File: config.mk
export PLATFORM = sky130hd
export DESIGN_NAME = adc_result_limit_check
export DESIGN_NICKNAME = d
export VERILOG_FILES = /design/src/hw/limit_check_pkg.sv /design/src/hw/adc_result_limit_check.sv /design/src/hw/level_sync.sv
export SDC_FILE = /design/constraint.sdc
export NUM_CORES = 1
export LEC_CHECK = 0
export BUFFER_PORTS_ARGS = -buffer_cell sky130_fd_sc_hd__buf_4
export CORE_ASPECT_RATIO = 0.8
export CORE_MARGIN = 5
export CORE_UTILIZATION = 45
export CTS_BUF_LIST = sky130_fd_sc_hd__clkbuf_4 sky130_fd_sc_hd__clkbuf_8
export CTS_CLUSTER_SIZE = 14
export DETAILED_ROUTE_END_ITERATION = 10
export PLACE_DENSITY = 0.73
export SYNTH_ARGS = -nofsm -noshare
export SYNTH_HDL_FRONTEND = slang
export SYNTH_HIERARCHICAL = 1
export SYNTH_SLANG_ARGS = --single-unit
File: constraint.sdc
create_clock -name clk -period 3.92 [get_ports clk]
set_input_delay 0.196 -clock clk [delete_from_list [all_inputs] [get_ports clk]]
set_output_delay 0.196 -clock clk [all_outputs]
set_load 0.005 [all_outputs]
File: src/hw/limit_check_pkg.sv
// Constants for the converter result and limit-check block
package limit_check_pkg;
    localparam logic [7:0] ADDR_HIGH_THRESHOLD_UPPER = 8'h63;
    localparam logic [7:0] ADDR_HIGH_THRESHOLD_LOWER = 8'h64;
    localparam logic [7:0] ADDR_LOW_THRESHOLD_UPPER  = 8'h65;
    localparam logic [7:0] ADDR_LOW_THRESHOLD_LOWER  = 8'h66;
    localparam logic [7:0] ADDR_SUM_ACCUMULATOR_HIGH = 8'h94;
    localparam logic [7:0] ADDR_SUM_ACCUMULATOR_LOW  = 8'h95;
    localparam logic [7:0] ADDR_PEAK_VALUE_HIGH      = 8'h96;
    localparam logic [7:0] ADDR_PEAK_VALUE_LOW       = 8'h97;
    localparam logic [7:0] ADDR_TROUGH_VALUE_HIGH    = 8'h98;
    localparam logic [7:0] ADDR_TROUGH_VALUE_LOW     = 8'h99;
    localparam logic [7:0] ADDR_CONVERSION_STATUS    = 8'h9A;

    localparam int SAMPLE_W    = 10;
    localparam int THRESHOLD_W = 12;
    localparam int SUM_W       = 16;

    // Reset values leave the limits open so nothing trips
    localparam logic [11:0] UPPER_THRESHOLD_RESET = 12'hFFF;
    localparam logic [11:0] LOWER_THRESHOLD_RESET = 12'h000;

    // Sampling-count codes
    localparam logic [1:0] COUNT_SINGLE = 2'h0;
    localparam logic [1:0] COUNT_16     = 2'h1;
    localparam logic [1:0] COUNT_32     = 2'h2;
    localparam logic [1:0] COUNT_64     = 2'h3;

    localparam logic [2:0] SHIFT_16 = 3'h2;
    localparam logic [2:0] SHIFT_32 = 3'h3;
    localparam logic [2:0] SHIFT_64 = 3'h4;

    // Status register bit positions
    localparam int STAT_DONE   = 7;
    localparam int STAT_ERROR  = 6;
    localparam int STAT_UPPER  = 5;
    localparam int STAT_LOWER  = 4;
    localparam int STAT_PIN4   = 1;
    localparam int STAT_PIN2   = 0;

    typedef enum logic [1:0] {
        CMP_IDLE,
        CMP_ARMED,
        CMP_TRIPPED
    } cmp_state_t;
endpackage

File: src/hw/adc_result_limit_check.sv
// Result accumulation, min/max capture and limit checking for one converter engine
// Behaviour
// - A compared result or average above the upper threshold sets the upper fault and raises the interrupt.
// - A compared result or average below the lower threshold sets the lower fault and raises the interrupt.
// - With lower threshold 0x000 and upper threshold 0xFFF no violation can ever be reported.
// - In single-sample mode each 10-bit result is compared directly with the thresholds.
// - With repeat set, cycles restart until a violation interrupt or engine_enable goes low.
// - The average is the 16-bit sum shifted right 2, 3 or 4 for 16, 32 or 64 samples.
// - In average mode the 12-bit shifted average is compared with both thresholds.
// - Reading the conversion status register clears the summary interrupt flag.
// - Status holds done, error, upper fault, lower fault, two zero bits, pin4 and pin2 levels.
// - The cycle's samples are summed in a 16-bit accumulator read as high and low bytes.
// - Minimum and maximum of each cycle are kept as 10-bit values.
module adc_result_limit_check (
    input  wire logic       clk,
    input  wire logic       rst_n,
    input  wire logic       engine_enable,
    input  wire logic       repeat_mode,
    input  wire logic [1:0] sample_count,
    input  wire logic       cycle_start,
    input  wire logic       sample_valid,
    input  wire logic [9:0] sample_data,
    input  wire logic       cycle_end,
    input  wire logic       conv_error,
    input  wire logic       pin4_level,
    input  wire logic       pin2_level,
    input  wire logic       reg_wr,
    input  wire logic       reg_rd,
    input  wire logic [7:0] reg_addr,
    input  wire logic [7:0] reg_wdata,
    output logic      [7:0] reg_rdata,
    output logic            cycle_restart,
    output logic            engine_stop,
    output logic            engine_irq_summary,
    output logic            irq
);
    localparam int SW = limit_check_pkg::SAMPLE_W;
    localparam int TW = limit_check_pkg::THRESHOLD_W;

    logic [TW-1:0]                    upper_threshold;
    logic [TW-1:0]                    lower_threshold;
    logic [limit_check_pkg::SUM_W-1:0] sample_sum;
    logic [SW-1:0]                    peak_value;
    logic [SW-1:0]                    trough_value;
    logic                             first_sample;
    logic                             cycle_done;
    logic                             conversion_error;
    logic                             upper_fault;
    logic                             lower_fault;
    logic                             pin4_level_at_eoc;
    logic                             pin2_level_at_eoc;
    logic [1:0]                       pin_sync;
    logic [7:0]                       status_byte;
    logic [TW-1:0]                    average;
    logic [TW-1:0]                    cmp_high;
    logic [TW-1:0]                    cmp_low;
    logic                             hit_upper;
    logic                             hit_lower;
    logic                             cmp_event;
    limit_check_pkg::cmp_state_t      state;

    level_sync #(.WIDTH(2)) pin_sync_inst (
        .clk      (clk),
        .rst_n    (rst_n),
        .async_in ({pin4_level, pin2_level}),
        .sync_out (pin_sync)
    );

    function automatic logic [2:0] avg_shift(input logic [1:0] code);
        case (code)
            limit_check_pkg::COUNT_16: avg_shift = limit_check_pkg::SHIFT_16;
            limit_check_pkg::COUNT_32: avg_shift = limit_check_pkg::SHIFT_32;
            limit_check_pkg::COUNT_64: avg_shift = limit_check_pkg::SHIFT_64;
            default:                   avg_shift = 3'h0;
        endcase
    endfunction

    // Threshold registers
    always_ff @(posedge clk or negedge rst_n) begin
        if (!rst_n) begin
            upper_threshold <= limit_check_pkg::UPPER_THRESHOLD_RESET;
            lower_threshold <= limit_check_pkg::LOWER_THRESHOLD_RESET;
        end else if (reg_wr) begin
            case (reg_addr)
                limit_check_pkg::ADDR_HIGH_THRESHOLD_UPPER: upper_threshold[11:8] <= reg_wdata[3:0];
                limit_check_pkg::ADDR_HIGH_THRESHOLD_LOWER: upper_threshold[7:0]  <= reg_wdata;
                limit_check_pkg::ADDR_LOW_THRESHOLD_UPPER:  lower_threshold[11:8] <= reg_wdata[3:0];
                limit_check_pkg::ADDR_LOW_THRESHOLD_LOWER:  lower_threshold[7:0]  <= reg_wdata;
                default: ;
            endcase
        end
    end

    // Sum, minimum and maximum of the current cycle
    always_ff @(posedge clk or negedge rst_n) begin
        if (!rst_n) begin
            sample_sum   <= '0;
            peak_value   <= '0;
            trough_value <= '0;
            first_sample <= 1'b1;
        end else if (cycle_start) begin
            sample_sum   <= '0;
            first_sample <= 1'b1;
        end else if (sample_valid) begin
            sample_sum   <= sample_sum + {6'h00, sample_data};
            first_sample <= 1'b0;
            if (first_sample || sample_data > peak_value) begin
                peak_value <= sample_data;
            end
            if (first_sample || sample_data < trough_value) begin
                trough_value <= sample_data;
            end
        end
    end

    // Compare operands: single result or shifted average
    always_comb begin
        average = TW'(sample_sum >> avg_shift(sample_count));
        if (sample_count == limit_check_pkg::COUNT_SINGLE) begin
            cmp_high  = {2'h0, sample_data};
            cmp_low   = {2'h0, sample_data};
            cmp_event = sample_valid && state == limit_check_pkg::CMP_ARMED;
        end else begin
            cmp_high  = average;
            cmp_low   = average;
            cmp_event = cycle_end && state == limit_check_pkg::CMP_ARMED;
        end
        // Strict compares make 0x000 / 0xFFF limits unreachable
        hit_upper = cmp_event && (cmp_high > upper_threshold);
        hit_lower = cmp_event && (cmp_low < lower_threshold);
    end

    // Engine sequencing: keep restarting while armed and repeating
    always_ff @(posedge clk or negedge rst_n) begin
        if (!rst_n) begin
            state         <= limit_check_pkg::CMP_IDLE;
            cycle_restart <= 1'b0;
            engine_stop   <= 1'b0;
        end else begin
            cycle_restart <= 1'b0;
            engine_stop   <= 1'b0;
            case (state)
                limit_check_pkg::CMP_IDLE: begin
                    if (engine_enable) begin
                        state <= limit_check_pkg::CMP_ARMED;
                    end
                end
                limit_check_pkg::CMP_ARMED: begin
                    if (!engine_enable) begin
                        state <= limit_check_pkg::CMP_IDLE;
                    end else if (hit_upper || hit_lower) begin
                        state       <= limit_check_pkg::CMP_TRIPPED;
                        engine_stop <= 1'b1;
                    end else if (cycle_end && repeat_mode) begin
                        cycle_restart <= 1'b1;
                    end
                end
                limit_check_pkg::CMP_TRIPPED: begin
                    if (!engine_enable) begin
                        state <= limit_check_pkg::CMP_IDLE;
                    end
                end
                default: state <= limit_check_pkg::CMP_IDLE;
            endcase
        end
    end

    // Status bits
    always_ff @(posedge clk or negedge rst_n) begin
        if (!rst_n) begin
            cycle_done        <= 1'b0;
            conversion_error  <= 1'b0;
            upper_fault       <= 1'b0;
            lower_fault       <= 1'b0;
            pin4_level_at_eoc <= 1'b0;
            pin2_level_at_eoc <= 1'b0;
        end else begin
            if (cycle_start) begin
                cycle_done <= 1'b0;
            end else if (cycle_end) begin
                cycle_done        <= 1'b1;
                pin4_level_at_eoc <= pin_sync[1];
                pin2_level_at_eoc <= pin_sync[0];
            end
            if (conv_error) begin
                conversion_error <= 1'b1;
            end else if (cycle_start) begin
                conversion_error <= 1'b0;
            end
            if (hit_upper) begin
                upper_fault <= 1'b1;
            end else if (cycle_start && !engine_stop) begin
                upper_fault <= 1'b0;
            end
            if (hit_lower) begin
                lower_fault <= 1'b1;
            end else if (cycle_start && !engine_stop) begin
                lower_fault <= 1'b0;
            end
        end
    end

    // Summary flag: set wins over the clear-on-read
    always_ff @(posedge clk or negedge rst_n) begin
        if (!rst_n) begin
            engine_irq_summary <= 1'b0;
            irq                <= 1'b0;
        end else begin
            if (hit_upper || hit_lower || cycle_end) begin
                engine_irq_summary <= 1'b1;
                irq                <= 1'b1;
            end else if (reg_rd && reg_addr == limit_check_pkg::ADDR_CONVERSION_STATUS) begin
                engine_irq_summary <= 1'b0;
                irq                <= 1'b0;
            end
        end
    end

    always_comb begin
        status_byte                            = 8'h00;
        status_byte[limit_check_pkg::STAT_DONE]  = cycle_done;
        status_byte[limit_check_pkg::STAT_ERROR] = conversion_error;
        status_byte[limit_check_pkg::STAT_UPPER] = upper_fault;
        status_byte[limit_check_pkg::STAT_LOWER] = lower_fault;
        status_byte[limit_check_pkg::STAT_PIN4]  = pin4_level_at_eoc;
        status_byte[limit_check_pkg::STAT_PIN2]  = pin2_level_at_eoc;
    end

    // Registered read data, loaded on a read strobe
    always_ff @(posedge clk or negedge rst_n) begin
        if (!rst_n) begin
            reg_rdata <= 8'h00;
        end else if (reg_rd) begin
            case (reg_addr)
                limit_check_pkg::ADDR_HIGH_THRESHOLD_UPPER: reg_rdata <= {4'h0, upper_threshold[11:8]};
                limit_check_pkg::ADDR_HIGH_THRESHOLD_LOWER: reg_rdata <= upper_threshold[7:0];
                limit_check_pkg::ADDR_LOW_THRESHOLD_UPPER:  reg_rdata <= {4'h0, lower_threshold[11:8]};
                limit_check_pkg::ADDR_LOW_THRESHOLD_LOWER:  reg_rdata <= lower_threshold[7:0];
                limit_check_pkg::ADDR_SUM_ACCUMULATOR_HIGH: reg_rdata <= sample_sum[15:8];
                limit_check_pkg::ADDR_SUM_ACCUMULATOR_LOW:  reg_rdata <= sample_sum[7:0];
                limit_check_pkg::ADDR_PEAK_VALUE_HIGH:      reg_rdata <= {6'h00, peak_value[9:8]};
                limit_check_pkg::ADDR_PEAK_VALUE_LOW:       reg_rdata <= peak_value[7:0];
                limit_check_pkg::ADDR_TROUGH_VALUE_HIGH:    reg_rdata <= {6'h00, trough_value[9:8]};
                limit_check_pkg::ADDR_TROUGH_VALUE_LOW:     reg_rdata <= trough_value[7:0];
                limit_check_pkg::ADDR_CONVERSION_STATUS:    reg_rdata <= status_byte;
                default:                                    reg_rdata <= 8'h00;
            endcase
        end
    end
endmodule

File: src/hw/level_sync.sv
// Two-flop synchroniser for a bundle of level inputs
module level_sync #(
    parameter int WIDTH = 2
) (
    input  wire logic             clk,
    input  wire logic             rst_n,
    input  wire logic [WIDTH-1:0] async_in,
    output logic      [WIDTH-1:0] sync_out
);
    logic [WIDTH-1:0] stage_one;

    always_ff @(posedge clk or negedge rst_n) begin
        if (!rst_n) begin
            stage_one <= '0;
            sync_out  <= '0;
        end else begin
            stage_one <= async_in;
            sync_out  <= stage_one;
        end
    end
endmodule

==> impl_metrics.yaml, run 1 <==
clock_network:
  cts.sinks: 84
  post_cts_buffers: 0
  cts_tree: "done"
  clk_pin_slew_ns: 0.09
  root_buffer: "clkbuf_8"
  cts-htree-levels: 3
  cts_buffer_depth: 2
  clk_latency_ns: 0.37
  cts_made_buffers: 9
min_path:
  hold_class: "in2async"
timing:
  max_slew_margin: 0.286
  fin_tns_setup_ns: 0
  hold_viol: 0
  fmax_mhz: 316
  min_period_ns: 3.17
  post-route-period-util: 0.808
  slew_viol_final: 0
  finalClockSkew_ns: 0.0140
  tightest_slew_ns: 1.07
  rsz0062_at_grt: "false"
  setup_viol: 0
power:
  powerDensity_nw_per_um2: 374
  p_leak_nw: 3.09
  ir_drop_uv: 207
routing:
  drc: 0
  drtIter0Drc: 549
  drt-total-wl_um: 16700
  dr.pass1.iters: 5
  antenna_left: 0
  vias_per_cell: 5.94
  num_vias: 5112
  routedWlPerCell_um: 19.4
grt:
  grt.overflow.total: 0
  antenna_found_initial: 0
  grt_max_degree: 85
  grt_usage: 0.212
  grt_pass1_vias: 5097
  grt_pass1_wl_um: 26900
floorplanning:
  start_util: 0.465
  fp.dieW_um: 140
  die_y_um: 114
  core-area_um2: 13000
  pin_count: 52
  die_area_um2: 15900
  rows: 37
setup_path:
  r2r_cells: 12
  rrSetupSlack_ns: 0.86
  rr_endpoint: "state[1]"
  path_buf_inv: 2
  path_max_fanout: 16
  crit_required_ns: 4.16
  rr_startpoint: "sample_sum[13]"
  slowest_delay_ns: 0.64
  crit_arrival_ns: 3.41
  critPathLaunchType: "primary input"
  endpoint_kind: "flop"
  cpLargestDelayFamily: "adder cells"
  path_class: "in2reg"
  crit_path_cell_trace: "buf_4 > inv_1 > ha_1 > mux4_1 > mux2i_1 > o21ai_0 > ha_1 > nor2b_1 > o211ai_1 > a211oi_1 > o41a_1 > nor2_1 > a21boi_0"
  critPathSlowestCell: "mux4_1"
  cp_common_cell: "ha_1"
yosys:
  ys_ff_latch: 84
  yosys_most_used_dff: "dfrtp_1"
  netlist_instances: 645
  syn_area_um2: 6040
  yosysWarnings: 6
  yosys.area.top_type: "dfrtp_1"
  synth-async-reset-ratio: 1.00
  synth_edf_count: 0
  yosysMostFrequentCell: "dfrtp_1"
  synth_top_area_share: 0.294
  ys_top_cells_by_count: "dfrtp_1 (71), inv_1 (62), ha_1 (56)"
  syn_area_per_cell_um2: 9.37
  yosysUniqueCellTypes: 77
  syn-num-nets: 742
  ys_seq_area_frac: 0.351
  synthTopCellsByArea: "dfrtp_1 (29%), ha_1 (12%), mux2_2 (6.1%)"
cells_and_area:
  area_growth_pct: 11.4
  fin_nets: 777
  drive_gt1_frac: 0.185
  seqCellArea_um2: 2120
  fillers: 1196
  multiInputGateArea_um2: 3550
  post-route-util: 0.518
  num_antenna_cells: 0
place:
  port_buffers: 51
  place.gp.congestion: 0.928
  dp_hpwl_um: 12800
run:
  cap_violations: 0
status:
  status: "finished clean"
-- layout by cell type, fill, tap and decap left out, types with 3 or more instances in the layout --
master	synthesis	routed
dlygate4sd3_1	0	3
nand2_1	44	44
clkinv_4	0	3
a2111oi_0	4	4
dfstp_2	13	13
nand3_1	24	24
nand3b_1	3	3
nand2b_1	5	5
and3_1	6	6
nand4_1	7	7
a21o_1	13	13
xnor2_1	8	8
a21oi_1	32	32
nor2b_1	6	6
inv_1	62	62
o21a_1	3	3
clkbuf_8	0	11
or3_1	3	3
mux2i_1	37	37
ha_1	56	56
nor2_1	40	40
a21boi_0	4	4
mux2_2	33	33
o211ai_1	6	6
a31oi_1	4	4
a211oi_1	12	12
o21ai_0	42	42
o22ai_1	9	9
dfrtp_1	71	71
buf_4	2	52
nor3_1	10	10
-- through the flow --
stage,area [um^2],setup slack (ns),hold slack (ns),total power (W),instances
after floorplan,6040,0.688,-0.0996,0.00165,645
after global placement,6510,0.479,0.307,0.00187,841
after detailed placement,6510,0.414,0.310,0.00191,841
after CTS,6730,0.798,0.0196,0.00253,860
after global routing,6730,0.459,0.0401,0.00269,860
final,6730,0.754,0.00684,0.00252,860
-- logic make-up (layout without fill, tap and decap cells) --
| logic type | after synthesis | count (layout) | synth area share |
|---|---|---|---|
| flops | 84 | 84 | 0.351 |
| xor+xnor | 9 | 9 | 0.0130 |
| buf+inv | 93 | 133 | 0.0625 |
| fa+ha+maj | 57 | 57 | 0.119 |
| mux | 73 | 73 | 0.135 |
| simple gates | 165 | 165 | 0.137 |
| compound gates | 164 | 164 | 0.182 |
-- metal layers --
layer / up-vias / track usage / share of wire
li1: 2406 / - / -
met1: 2491 / 0.301 / 0.46
met2: 198 / 0.332 / 0.44
met3: 17 / 0.0608 / 0.093
met4: 0 / 0.0310 / 0.0087
met5: - / 0 / 0
-- worst register-to-register path, delay by kind of cell (launching register included) --
family | cells | cell delay [ns]
AOI/OAI and AO/OA | 4 | 1.10
adders and majority gates | 1 | 0.35
DFF | 1 | 0.55
muxes | 2 | 0.35
and+or+nand+nor | 5 | 0.64
-- timing repair --
action,in CTS,in global routing
hold endpoints to repair,3,0
hold buffers,3,0
gates resized for setup,0,0
-- worst max path at each step --
stage	startpoint	slack [ns]	to	cells after the start
after global routing	sample_count[0]	0.46	cycle_restart	15
after floorplan	sample_count[0]	0.69	cycle_restart	15
final	sample_count[0]	0.75	state[1]	13
after detailed placement	sample_count[0]	0.41	state[1]	13
after CTS	sample_count[0]	0.80	state[1]	15
after global placement	sample_count[0]	0.48	cycle_restart	13
-- cell type report --
class	count	area share
Sequential cell	84	0.315
Clock inverter	5	0.00650
Multi-Input combinational cell	468	0.527
Inverter	62	0.0346
Timing Repair Buffer	55	0.0624
Clock buffer	11	0.0225
Tap cell	175	0.0325
-- state kept, by name, summed over array words and instances (netlist names), 2 cells and up --
name and count:
pin_sync_inst/stage_one 2, pin_sync_inst/sync_out 2, reg_rdata 8, sample_sum 16, peak_value 10, upper_threshold 12
trough_value 10, state 2, lower_threshold 12
-- power by group --
part	switching (W)	internal (W)	leakage, nW
clock network	0.000340	0.000273	0.101
registers	0.000124	0.000993	1.01
logic	0.000428	0.000362	1.98
total	0.000892	0.00163	3.09
Note: power is estimated with default switching activity, not from simulation.
==> run 2, diff against run 1 <==
clock period = 3.1 ns   (was 3.92 ns; I/O delays follow)
==> run 2 against run 1 <==
  * Highest routed layer unchanged
  * Die area stayed put
  * The run now ends with negative hold slack left
  * Setup slack got worse by 0.57 ns
  * Non-clock buffer count rose by 20
  * Count of clock-buffer cells in the layout rose by 2
  * Via count is 2.3% higher
  * Cell area up 2.8%
  * Sequential power rose by 25%
  * First-iteration DRC count shrank 0.73%
  * Core utilization rose by 1.5 points
  * Global-route usage grew 0.90 points
  * Critical endpoint unchanged
  * Total power up 29%
  * Sequential share of layout area fell by 0.86 points
==> impl_metrics.yaml, run 2 (synthesis gave the netlist of run 1 again) <==
status:
  status: "finished, violations left"
  violations: "negative hold slack"
setup_path:
  rr_startpoint: "sample_sum[10]"
  path_max_fanout: 7
  r2r_cells: 10
  cp-startpoint: "sample_sum[10]"
  critPathCapture: "state[1]"
  rr_endpoint: "state[1]"
  critPathLaunchType: "flop"
  crit_arrival_ns: 3.16
  path_class: "reg2reg"
  crit_required_ns: 3.35
  rrSetupSlack_ns: 0.19
  endpoint_kind: "flop"
grt:
  antenna_found_initial: 0
  grt_max_degree: 85
  grt.overflow.total: 0
  grt_pass1_vias: 5178
  grt_usage: 0.221
  grt_pass1_wl_um: 28000
cells_and_area:
  fin_nets: 797
  num_antenna_cells: 0
  drive_gt1_frac: 0.204
  final_cell_mix: "dfrtp_1 (71), buf_4 (67), inv_1 (62)"
  finalInstanceArea_um2: 6920
  top_regs: "sample_sum: 16 flops, lower_threshold: 12 flops, upper_threshold: 12 flops"
  largest_reg_flops: 16
  layout_commonest_cell: "dfrtp_1"
  top_register: "sample_sum"
  fillers: 1169
  area_growth_pct: 14.6
clock_network:
  cts_tree: "done"
  cts.sinks: 84
  root_buffer: "clkbuf_8"
  cts_made_buffers: 9
  clk_latency_ns: 0.37
  cts-htree-levels: 3
  cts_buffer_depth: 2
  clk_pin_slew_ns: 0.08
place:
  port_buffers: 51
  placed_cell_area_um2: 6630
  dp_hpwl_um: 13200
  place.gp.congestion: 0.949
routing:
  drc: 0
  drt-total-wl_um: 17200
  vias_per_cell: 5.94
  antenna_left: 0
  dr.pass1.iters: 5
  routedWlPerCell_um: 19.5
  num_vias: 5228
  drtIter0Drc: 545
floorplanning:
  die_y_um: 114
  core-area_um2: 13000
  rows: 37
  die_area_um2: 15900
  pin_count: 52
  start_util: 0.465
  fp.dieW_um: 140
power:
  switching_share: 0.349
  combinationalPowerShare: 0.322
  pwr-share-clk: 0.248
  p_int_w: 0.00212
  powerDensity_nw_per_um2: 471
  power_switching_w: 0.00114
  p_leak_nw: 3.20
  seqPwrFrac: 0.430
  ir_drop_uv: 318
timing:
  setup_viol: 0
  tightest_slew_ns: 1.08
  fmax_mhz: 343
  finalHoldWorstSlack_ns: -0.0630
  max_slew_margin: 0.282
  rsz0062_at_grt: "false"
  fin_tns_setup_ns: 0
  finalClockSkew_ns: 0.0109
  post-route-period-util: 0.939
  hold_viol: 29
  min_period_ns: 2.91
  slew_viol_final: 0
run:
  cap_violations: 0
min_path:
  hold_class: "in2async"
[run 2: changes by cell type in the layout (fill, tap and decap cells not counted), sizes merged]
cell,delta
buf,+16
clkinv,-1
clkbuf,+2
dlygate4sd3,+4
inv,-1
[run 2: power groups by stage]
stage	clock [W]	sequential, W	combinational, W
2_1_floorplan	0	0.00136	0.000731
3_3_place_gp	0	0.00141	0.000976
3_5_place_dp	0	0.00142	0.00102
4_1_cts	0.000826	0.00140	0.00104
5_1_grt	0.000867	0.00142	0.00118
6_report	0.000807	0.00140	0.00105
[run 2: metrics by stage]
step           std cells  worst slack, ns   util  total power (W)
2_1_floorplan        645           0.0359      -          0.00209
3_3_place_gp         856          -0.0394  0.510          0.00239
3_5_place_dp         856           -0.144  0.510          0.00244
4_1_cts              879           0.0999  0.531          0.00326
5_1_grt              880           0.0170  0.532          0.00347
6_report             880            0.189  0.532          0.00326
[run 2: layout make-up]
| type | count | area, um^2 | area share |
|---|---|---|---|
| clock buffer | 13 | 179 | 0.0258 |
| timing repair buffer | 75 | 593 | 0.0857 |
| sequential | 84 | 2120 | 0.306 |
| tap | 175 | 219 | 0.0316 |
| multi-input combinational | 468 | 3550 | 0.513 |
| clock inverter | 3 | 26.3 | 0.00380 |
| inverter | 62 | 233 | 0.0336 |
[run 2: critical path, stage by stage (launching register included)]
cell,delay (ns)
dfrtp_1,0.52
mux4_1,0.60
a21oi_1,0.20
o21ai_0,0.16
ha_1,0.22
a21o_1,0.18
nand3_1,0.08
a21oi_1,0.07
o41a_1,0.44
nor2_1,0.20
a21boi_0,0.11
[run 2: routing by layer]
layer / routed length (um) / track usage / vias up
li1: - / - / 2446
met3: 1440 / 0.0516 / 29
met1: 8000 / 0.324 / 2543
met4: 288 / 0.0497 / 0
met2: 7450 / 0.335 / 210
met5: 0 / 0 / -
[run 2: worst min path at each step]
stage,end,slack [ns],depth (start not counted)
finish,peak_value[3],-0.06,1
global route,upper_threshold[3],0.01,3
CTS,lower_threshold[3],0.002,3
detailed placement,pin_sync_inst/stage_one[0],0.27,1
global placement,pin_sync_inst/stage_one[0],0.27,1
floorplan,conversion_error,-0.14,0
[run 2: what timing repair did]
item                       4_1_cts  5_1_grt
setup endpoints to repair        0        4
hold endpoints to repair        10        0
hold buffers                     7        0
buffers inserted                 0        1
gates resized for setup          0        4
